## src/core/clk_out_cfg_pkg.sv

```systemverilog
// constants, field layout and register map of the clock output configuration block
//------------------------------------------------------------------------------
// Summary of operation
// output divider is {top[3:0], mid byte, low byte}, top part first
// phase code routes legs: 00 t/c, 01 t/t, 10 c/c, 11 c/t
// software writes drive strength 3'b111 as the recommended setting
// low six bits of the skew code give coarse delay in oscillator periods
// coarse delay spans 0 to 63 periods, equal to the code value
// two-bit fine code adds 0 to 3 steps of 30 ps
// format bit 4 extends fine code to three bits, 0 to 4 steps
// supply field bits 4:3: 00 is 1.8 V, 01 2.5 V, 10 3.3 V
// standard field bits 2:0 selects one of six driver types
// marker bits 7:6 read 01 or 10 once fuse memory is written
// termination bits 3:0 select external, pull, or single-ended leg modes
// software writes only listed standard, supply and termination codes
//------------------------------------------------------------------------------
package clk_out_cfg_pkg;

  //----------------------------------------------------------------------------
  // register indices; byte address is four times the index
  //----------------------------------------------------------------------------
  localparam logic [5:0] IDX_OUT3_FORMAT_CFG      = 6'h2d;
  localparam logic [5:0] IDX_OUT3_TERMINATION_CFG = 6'h2f;
  localparam logic [5:0] IDX_OUT4_DIVIDER_TOP     = 6'h30;
  localparam logic [5:0] IDX_OUT4_DIVIDER_MID     = 6'h31;
  localparam logic [5:0] IDX_OUT4_DIVIDER_LOW     = 6'h32;
  localparam logic [5:0] IDX_OUT4_PHASE_STRENGTH  = 6'h33;
  localparam logic [5:0] IDX_OUT4_DELAY_COARSE    = 6'h34;
  localparam int         ADDR_W                   = 8;

  //----------------------------------------------------------------------------
  // reset values and writable bit masks
  //----------------------------------------------------------------------------
  localparam logic [7:0] RST_BYTE          = 8'h00;
  localparam logic [7:0] MASK_FORMAT       = 8'hdf;
  localparam logic [7:0] MASK_TERMINATION  = 8'h0f;
  localparam logic [7:0] MASK_DIVIDER_TOP  = 8'h0f;
  localparam logic [7:0] MASK_FULL         = 8'hff;
  localparam logic [7:0] MASK_PHASE_STR    = 8'hc7;

  //----------------------------------------------------------------------------
  // field positions
  //----------------------------------------------------------------------------
  localparam int FMT_MARKER_LSB = 6;
  localparam int FMT_FINE_EXT   = 4;
  localparam int FMT_SUPPLY_LSB = 3;
  localparam int FMT_STD_LSB    = 0;
  localparam int PH_SEL_LSB     = 6;
  localparam int PH_STR_LSB     = 0;
  localparam int DLY_FINE_LSB   = 6;
  localparam int DLY_COARSE_LSB = 0;

  //----------------------------------------------------------------------------
  // codes and timing figures
  //----------------------------------------------------------------------------
  localparam logic [2:0] STRENGTH_RECOMMENDED = 3'h7;
  localparam logic [2:0] FINE_STEPS_MAX       = 3'h4;
  localparam int         FINE_STEP_PS         = 30;
  localparam logic [3:0] TERM_EXTERNAL        = 4'h0;
  localparam logic [3:0] TERM_PULL_UP         = 4'h2;
  localparam logic [3:0] TERM_PULL_DOWN       = 4'h1;
  localparam logic [3:0] TERM_SE_TRUE         = 4'h4;
  localparam logic [3:0] TERM_SE_COMP         = 4'h8;
  localparam logic [3:0] TERM_SE_BOTH         = 4'hc;

  typedef enum logic [2:0] {
    STD_LVDS          = 3'h0,
    STD_LVPECL_CM     = 3'h1,
    STD_CML           = 3'h2,
    STD_HCSL          = 3'h3,
    STD_LVDS_BOOST    = 3'h4,
    STD_LVPECL_NO_CM  = 3'h5
  } output_standard_t;

  typedef enum logic [1:0] {
    SUPPLY_1V8 = 2'h0,
    SUPPLY_2V5 = 2'h1,
    SUPPLY_3V3 = 2'h2
  } output_supply_t;

endpackage : clk_out_cfg_pkg

```

## src/core/leg_phase_router.sv

```systemverilog
// single-ended leg source selection from the phase code
`timescale 1ns/1ns
`default_nettype none
module leg_phase_router (
  input  wire logic [1:0] phase_sel,
  output logic            single_ended_true_leg,
  output logic            single_ended_comp_leg
);
  // 0 selects true_clock, 1 selects complement_clock
  always_comb
  begin
    unique case (phase_sel)
      2'h0:
      begin
        single_ended_true_leg = 1'b0;
        single_ended_comp_leg = 1'b1;
      end
      2'h1:
      begin
        single_ended_true_leg = 1'b0;
        single_ended_comp_leg = 1'b0;
      end
      2'h2:
      begin
        single_ended_true_leg = 1'b1;
        single_ended_comp_leg = 1'b1;
      end
      2'h3:
      begin
        single_ended_true_leg = 1'b1;
        single_ended_comp_leg = 1'b0;
      end
    endcase
  end
endmodule // leg_phase_router
`default_nettype wire

```

## src/core/skew_decoder.sv

```systemverilog
// splits the output skew code into coarse periods and fine steps
`timescale 1ns/1ns
`default_nettype none
module skew_decoder (
  input  wire logic [7:0] output_skew_code,
  input  wire logic       fine_extend,
  output logic      [5:0] coarse_periods,
  output logic      [2:0] fine_steps,
  output logic      [6:0] fine_delay_ps
);
  logic [2:0] fine_code;

  // coarse delay equals the code value, 0 to 63 periods
  assign coarse_periods = output_skew_code[5:0]; // see

  // the extension bit is the top bit of a three-bit code; codes above four
  // clamp so the fine delay never passes four steps
  always_comb
  begin
    fine_code = {fine_extend, output_skew_code[7:6]}; // see
    if (fine_code > clk_out_cfg_pkg::FINE_STEPS_MAX)
      fine_steps = clk_out_cfg_pkg::FINE_STEPS_MAX;
    else
      fine_steps = fine_code;
    fine_delay_ps = 7'(fine_steps * clk_out_cfg_pkg::FINE_STEP_PS);
  end
endmodule // skew_decoder
`default_nettype wire

```

## src/core/clk_out_cfg_regs.sv

```systemverilog
// apb register bank for two clock output channels and its decoded settings
//
// The implementer's own choice: the APB register port.
`timescale 1ns/1ns
`default_nettype none
module clk_out_cfg_regs (
  input  wire logic        pclk,
  input  wire logic        presetn,
  input  wire logic        psel,
  input  wire logic        penable,
  input  wire logic        pwrite,
  input  wire logic [7:0]  paddr,
  input  wire logic [31:0] pwdata,
  input  wire logic [3:0]  pstrb,
  output logic      [31:0] prdata,
  output logic             pready,
  output logic             pslverr,
  output logic      [2:0]  output_standard_sel,
  output logic      [1:0]  output_supply_sel,
  output logic             fuse_written,
  output logic             term_pull_up,
  output logic             term_pull_down,
  output logic             se_true_en,
  output logic             se_comp_en,
  output logic      [19:0] output_divider,
  output logic             single_ended_true_leg,
  output logic             single_ended_comp_leg,
  output logic      [2:0]  se_drive_strength,
  output logic      [5:0]  coarse_periods,
  output logic      [2:0]  fine_steps,
  output logic      [6:0]  fine_delay_ps
);

  //----------------------------------------------------------------------------
  // storage
  //----------------------------------------------------------------------------
  logic [7:0] out3_format_cfg;
  logic [7:0] out3_termination_cfg;
  logic [7:0] out4_divider_top;
  logic [7:0] out4_divider_mid;
  logic [7:0] out4_divider_low;
  logic [7:0] out4_phase_strength;
  logic [7:0] out4_delay_coarse;

  //----------------------------------------------------------------------------
  // bus decode
  //----------------------------------------------------------------------------
  logic       setup_phase;
  logic       access_done;
  logic       wr_commit;
  logic       addr_aligned;
  logic [5:0] reg_idx;
  logic       hit;
  logic [7:0] rd_byte;
  logic [7:0] wr_byte;

  assign setup_phase  = psel && !penable;
  assign access_done  = psel && penable && pready;
  assign addr_aligned = (paddr[1:0] == 2'h0);
  assign reg_idx      = paddr[7:2];
  assign wr_byte      = pwdata[7:0];
  assign wr_commit    = access_done && pwrite && pstrb[0] && hit;

  // narrow registers sit in the low lane; upper lanes read zero
  always_comb
  begin
    hit     = addr_aligned;
    rd_byte = 8'h00;
    unique case (reg_idx)
      clk_out_cfg_pkg::IDX_OUT3_FORMAT_CFG:      rd_byte = out3_format_cfg;
      clk_out_cfg_pkg::IDX_OUT3_TERMINATION_CFG: rd_byte = out3_termination_cfg;
      clk_out_cfg_pkg::IDX_OUT4_DIVIDER_TOP:     rd_byte = out4_divider_top;
      clk_out_cfg_pkg::IDX_OUT4_DIVIDER_MID:     rd_byte = out4_divider_mid;
      clk_out_cfg_pkg::IDX_OUT4_DIVIDER_LOW:     rd_byte = out4_divider_low;
      clk_out_cfg_pkg::IDX_OUT4_PHASE_STRENGTH:  rd_byte = out4_phase_strength;
      clk_out_cfg_pkg::IDX_OUT4_DELAY_COARSE:    rd_byte = out4_delay_coarse;
      default:                                   hit     = 1'b0;
    endcase
  end

  //----------------------------------------------------------------------------
  // apb answer
  //----------------------------------------------------------------------------
  // the answer is prepared in the setup cycle so all three bus outputs come
  // from flops; costs nothing, access still ends on its first edge
  always_ff @(posedge pclk or negedge presetn)
  begin
    if (!presetn)
      pready <= 1'b0;
    else
      pready <= setup_phase;
  end

  always_ff @(posedge pclk or negedge presetn)
  begin
    if (!presetn)
      pslverr <= 1'b0;
    else if (setup_phase)
      pslverr <= !hit;
    else if (access_done)
      pslverr <= 1'b0;
  end

  always_ff @(posedge pclk or negedge presetn)
  begin
    if (!presetn)
      prdata <= 32'h0000_0000;
    else if (setup_phase && !pwrite && hit)
      prdata <= {24'h00_0000, rd_byte};
    else if (setup_phase)
      prdata <= 32'h0000_0000;
  end

  //----------------------------------------------------------------------------
  // register writes
  //----------------------------------------------------------------------------
  // the marker bits are ordinary storage; hardware never alters them
  always_ff @(posedge pclk or negedge presetn)
  begin
    if (!presetn)
    begin
      out3_format_cfg      <= clk_out_cfg_pkg::RST_BYTE;
      out3_termination_cfg <= clk_out_cfg_pkg::RST_BYTE;
      out4_divider_top     <= clk_out_cfg_pkg::RST_BYTE;
      out4_divider_mid     <= clk_out_cfg_pkg::RST_BYTE;
      out4_divider_low     <= clk_out_cfg_pkg::RST_BYTE;
      out4_phase_strength  <= clk_out_cfg_pkg::RST_BYTE;
      out4_delay_coarse    <= clk_out_cfg_pkg::RST_BYTE;
    end
    else if (wr_commit)
    begin
      unique case (reg_idx)
        clk_out_cfg_pkg::IDX_OUT3_FORMAT_CFG:
          out3_format_cfg <= wr_byte & clk_out_cfg_pkg::MASK_FORMAT;
        clk_out_cfg_pkg::IDX_OUT3_TERMINATION_CFG:
          out3_termination_cfg <= wr_byte & clk_out_cfg_pkg::MASK_TERMINATION;
        clk_out_cfg_pkg::IDX_OUT4_DIVIDER_TOP:
          out4_divider_top <= wr_byte & clk_out_cfg_pkg::MASK_DIVIDER_TOP;
        clk_out_cfg_pkg::IDX_OUT4_DIVIDER_MID:
          out4_divider_mid <= wr_byte & clk_out_cfg_pkg::MASK_FULL;
        clk_out_cfg_pkg::IDX_OUT4_DIVIDER_LOW:
          out4_divider_low <= wr_byte & clk_out_cfg_pkg::MASK_FULL;
        clk_out_cfg_pkg::IDX_OUT4_PHASE_STRENGTH:
          out4_phase_strength <= wr_byte & clk_out_cfg_pkg::MASK_PHASE_STR;
        clk_out_cfg_pkg::IDX_OUT4_DELAY_COARSE:
          out4_delay_coarse <= wr_byte & clk_out_cfg_pkg::MASK_FULL;
        default:
          out4_delay_coarse <= out4_delay_coarse;
      endcase
    end
  end

  //----------------------------------------------------------------------------
  // decoding
  //----------------------------------------------------------------------------
  logic        next_true_leg;
  logic        next_comp_leg;
  logic [5:0]  next_coarse;
  logic [2:0]  next_fine;
  logic [6:0]  next_fine_ps;
  logic [3:0]  term_code;
  logic [3:0]  next_term;
  logic [1:0]  phase_code;

  assign phase_code = out4_phase_strength[clk_out_cfg_pkg::PH_SEL_LSB +: 2];

  leg_phase_router leg_phase_router_inst (
    .phase_sel             (phase_code),
    .single_ended_true_leg (next_true_leg),
    .single_ended_comp_leg (next_comp_leg)
  );

  skew_decoder skew_decoder_inst (
    .output_skew_code (out4_delay_coarse),
    .fine_extend      (out3_format_cfg[clk_out_cfg_pkg::FMT_FINE_EXT]),
    .coarse_periods   (next_coarse),
    .fine_steps       (next_fine),
    .fine_delay_ps    (next_fine_ps)
  );

  // unlisted termination codes fall back to external termination so the
  // driver never sees a mixed pull and single-ended request
  assign term_code = out3_termination_cfg[3:0];
  always_comb
  begin
    unique case (term_code)
      clk_out_cfg_pkg::TERM_PULL_UP:   next_term = 4'h1;
      clk_out_cfg_pkg::TERM_PULL_DOWN: next_term = 4'h2;
      clk_out_cfg_pkg::TERM_SE_TRUE:   next_term = 4'h4;
      clk_out_cfg_pkg::TERM_SE_COMP:   next_term = 4'h8;
      clk_out_cfg_pkg::TERM_SE_BOTH:   next_term = 4'hc;
      default:                         next_term = 4'h0;
    endcase
  end

  //----------------------------------------------------------------------------
  // registered settings
  //----------------------------------------------------------------------------
  always_ff @(posedge pclk or negedge presetn)
  begin
    if (!presetn)
    begin
      output_standard_sel <= 3'h0;
      output_supply_sel   <= 2'h0;
      fuse_written        <= 1'b0;
    end
    else
    begin
      output_standard_sel <=
        out3_format_cfg[clk_out_cfg_pkg::FMT_STD_LSB +: 3];
      output_supply_sel   <=
        out3_format_cfg[clk_out_cfg_pkg::FMT_SUPPLY_LSB +: 2];
      fuse_written        <=
        ^out3_format_cfg[clk_out_cfg_pkg::FMT_MARKER_LSB +: 2];
    end
  end

  always_ff @(posedge pclk or negedge presetn)
  begin
    if (!presetn)
    begin
      term_pull_up   <= 1'b0;
      term_pull_down <= 1'b0;
      se_true_en     <= 1'b0;
      se_comp_en     <= 1'b0;
    end
    else
    begin
      term_pull_up   <= next_term[0];
      term_pull_down <= next_term[1];
      se_true_en     <= next_term[2];
      se_comp_en     <= next_term[3];
    end
  end

  always_ff @(posedge pclk or negedge presetn)
  begin
    if (!presetn)
      output_divider <= 20'h0_0000;
    else
      output_divider <= {out4_divider_top[3:0], out4_divider_mid,
                         out4_divider_low};
  end

  // strength is passed as written; the recommended value is software's job
  always_ff @(posedge pclk or negedge presetn)
  begin
    if (!presetn)
    begin
      single_ended_true_leg <= 1'b0;
      single_ended_comp_leg <= 1'b1;
      se_drive_strength     <= 3'h0;
    end
    else
    begin
      single_ended_true_leg <= next_true_leg;
      single_ended_comp_leg <= next_comp_leg;
      se_drive_strength     <=
        out4_phase_strength[clk_out_cfg_pkg::PH_STR_LSB +: 3];
    end
  end

  always_ff @(posedge pclk or negedge presetn)
  begin
    if (!presetn)
    begin
      coarse_periods <= 6'h00;
      fine_steps     <= 3'h0;
      fine_delay_ps  <= 7'h00;
    end
    else
    begin
      coarse_periods <= next_coarse; // see
      fine_steps     <= next_fine; // see
      fine_delay_ps  <= next_fine_ps;
    end
  end

  logic wr_div_low;
  assign wr_div_low = wr_commit &&
    (reg_idx == clk_out_cfg_pkg::IDX_OUT4_DIVIDER_LOW);
endmodule // clk_out_cfg_regs
`default_nettype wire

```

## config.mk

```make
export PLATFORM = sky130hd
export DESIGN_NAME = clk_out_cfg_regs
export DESIGN_NICKNAME = d
export VERILOG_FILES = /design/src/core/clk_out_cfg_pkg.sv /design/src/core/leg_phase_router.sv /design/src/core/skew_decoder.sv /design/src/core/clk_out_cfg_regs.sv
export SDC_FILE = /design/constraint.sdc
export NUM_CORES = 1
export LEC_CHECK = 0
export ABC_AREA = 1
export BUFFER_PORTS_ARGS = -buffer_cell sky130_fd_sc_hd__buf_2
export CORE_AREA = 3 3 102 104
export DETAILED_ROUTE_END_ITERATION = 8
export DIE_AREA = 0 0 105 107
export PLACE_DENSITY = 0.73
export SLEW_MARGIN = 10
export SYNTH_ARGS = -nofsm -noshare
export SYNTH_HDL_FRONTEND = slang
export SYNTH_SLANG_ARGS = --single-unit
```

## constraint.sdc

```tcl
create_clock -name pclk -period 1.7 [get_ports pclk]
set_input_delay 0.34 -clock pclk [delete_from_list [all_inputs] [get_ports pclk]]
set_output_delay 0.34 -clock pclk [all_outputs]
set_load 0.01 [all_outputs]
```

==> summary.txt <==
Synthesized flop and latch total = 103
H-Tree Level Count = 3
Reg clk slew, reported paths = 0.10 ns
IO Count = 134
Max-cap violation count = 0
FP Rows = 36
Number of distinct library cells after synthesis = 25
Final min period = 1.66 ns
Cell taking the most area after synthesis = dfrtp_1
Required @ worst endpoint = 1.93 ns
Synth Area in XOR/XNOR = 0.00612
DIE AREA = 0.0112 mm^2
Die width = 105 um
Layout cell share with drive strength beyond 1 = 0.256
Final Cell Area = 0.00520 mm^2
Post-route ant nets = 0
Inserted Diodes = 0
Max Clk Rate = 603 MHz
Status = complete, no violations
Critical Path Start Type = register
Synth top area share = 0.595
First-pass GRT wire length = 16.3 mm
Final-report max-slew violation count = 0
Drt drc = 0
Hold path depth = 2
Final count of negative-setup-slack endpoints = 0
Total chip power = 4180 uW
Antenna violations before repair = 0
Max VDD drop = 448 uV
Area post-placement = 0.00496 mm^2
Top FF cell, synth = dfrtp_1
HPWL after DPL = 7.43 mm
Starting Density = 0.445
Nets = 639
Yosys warns = 0
Hold Path Class = in -> reg
Vias in the first global route = 3360
Die height = 107 um
Skew final = 0.0135 ns
Fin Hold WS = 0.196 ns
Buffers on Ports = 81
Placer congestion estimate = 0.909
Number of enable flip-flop cells after synthesis = 0
Area Overhead vs Synth = 21.3%
Mean area per synthesized cell = 9.11 um^2
Drt via density = 4.59
Gr usage total = 0.183
Leakage = 0.00310 uW
Worst Path Max Fanout = 4
CP Class = reg -> reg
Num Clock Sinks = 103
DR pass1 iterations = 4
Post-synthesis mux area share = 0
Synth Cell Area = 0.00429 mm^2
Syn Inst Count = 471
WL/cell = 13.4 um
Max Buffers Root-to-Sink = 2
CP Capture Type = register
RSZ-0062 raised after global routing = true
Clock tree root driver cell = clkbuf_8
Pin count of the biggest net entering global routing = 33
Drt total wl = 9.70 mm
Largest family of logic cells by synthesized area = simple AND/OR/NAND/NOR gates
Synth area leaders = dfrtp_1 59%, nand2_1 19%, buf_4 4.5%, inv_1 2.7%, nor2_1 2.7%
Most instantiated cells after synthesis = 214 x nand2_1, 102 x dfrtp_1, 31 x inv_1, 31 x nor2_1, 26 x buf_4
Core Box Area = 0.00964 mm^2
Worst-skew pair later-pin latency = 0.36 ns
Final period util = 0.975
PwrDens = 803 mW/mm^2
CTS tree = yes
GR Overflow Total = 0
Final hold violation count = 0
Synth Area in Compound Gates = 0.00583
Initial DRC Count = 305
CTS Buf Count = 9
R2R cell count = 5
Asr flop ratio synth = 1.00
Simple-gate share of the synthesized area = 0.289
Vias = 3311
Arr. time, crit path = 1.89 ns
Top-count cell post-synth = nand2_1
Setup TNS = 0 ns
Synth Area in Adders = 0.0192
Register area share after synthesis = 0.601
[placed cells by master (no fill, tap or decap), types with 2 or more instances in the layout]
cell type / synthesis / final
xor2_1: 3 / 3
o21ai_0: 3 / 3
inv_1: 31 / 29
nand2_2: 1 / 2
nor2_4: 5 / 6
buf_2: 0 / 80
ha_1: 5 / 3
nor3_1: 2 / 2
nand2_1: 214 / 213
buf_4: 26 / 24
nand4_1: 6 / 6
nand3_4: 2 / 2
dfrtp_1: 102 / 101
buf_12: 0 / 2
nand3_1: 20 / 20
inv_2: 2 / 4
nor2_2: 7 / 8
clkbuf_8: 0 / 10
conb_1: 1 / 25
nor2_1: 31 / 29
clkinv_2: 0 / 2
clkinv_4: 0 / 2
[final cells by class]
type	instances	area (um^2)
clock buffers	11	141
clock inverters	5	57.6
fillers	880	4430
inverters	34	128
multi-input cells	329	1500
flip-flops and latches	103	2580
well taps	133	166
repair buffers	107	631
[path summary, 6_finish.rpt]
check | start | end | slack, ns
worst max register to register | out3_format_cfg[4] | fine_delay_ps[4] | 0.04
worst min register to register | out4_phase_strength[1] | se_drive_strength[1] | 0.42
worst min-delay path | penable | pready | 0.20
min in group asynchronous | presetn | output_divider[4] | 0.46
max in group asynchronous | presetn | single_ended_comp_leg | 0.70
worst max-delay path | out3_format_cfg[4] | fine_delay_ps[4] | 0.04
[stage by stage]
step            util  std cells  setup WS [ns]
6_report       0.540        722         0.0426
4_1_cts        0.537        719       0.000203
3_5_place_dp   0.515        702        -0.0682
3_3_place_gp   0.515        702        -0.0125
2_1_floorplan      -        495         0.0191
5_1_grt        0.540        722        -0.0190
[metal layers]
| metal | vias to the layer above | wire [um] | track usage |
|---|---|---|---|
| met1 | 1530 | 4200 | 0.250 |
| met2 | 152 | 4590 | 0.301 |
| met5 | - | 0 | 0 |
| met3 | 12 | 759 | 0.0265 |
| li1 | 1617 | - | - |
| met4 | 0 | 159 | 0.0647 |
[where the power goes]
part	internal, uW	total, uW	switching [uW]
registers	2450	2450	2.32
clock network	722	1510	789
logic	57.2	213	156
total	3230	4180	948
[repair_timing]
item,CTS,global route
hold buffers,1,0
pin swaps,1,2
hold endpoints to repair,28,0
setup buffers,0,3
resized for setup,3,4
endpoints found under the setup margin,1,15
[state kept, by name, summed over array words and instances (netlist names), 2 cells and up]
name and count:
out4_divider_top 4, se_drive_strength 3, out4_divider_mid 8, prdata 8
out4_phase_strength 5, output_supply_sel 2, out3_format_cfg 7, coarse_periods 6
output_divider 20, fine_delay_ps 5, out4_divider_low 8, output_standard_sel 3
fine_steps 3, out3_termination_cfg 4, out4_delay_coarse 8
[critical path, stage by stage (launching register included)]
cell     delay [ns]
dfrtp_2        0.45
buf_4          0.16
nor2_2         0.13
ha_1           0.18
ha_2           0.19
fa_2           0.42
[logic make-up (layout without fill, tap and decap cells)]
family	count (synthesis)	after routing
simple gates	290	290
flops	103	103
buf+inv	63	157
fa+ha+maj	6	6
compound gates	5	5
xor+xnor	3	3
other cells	1	25
Power figures use the tool's default switching activity.
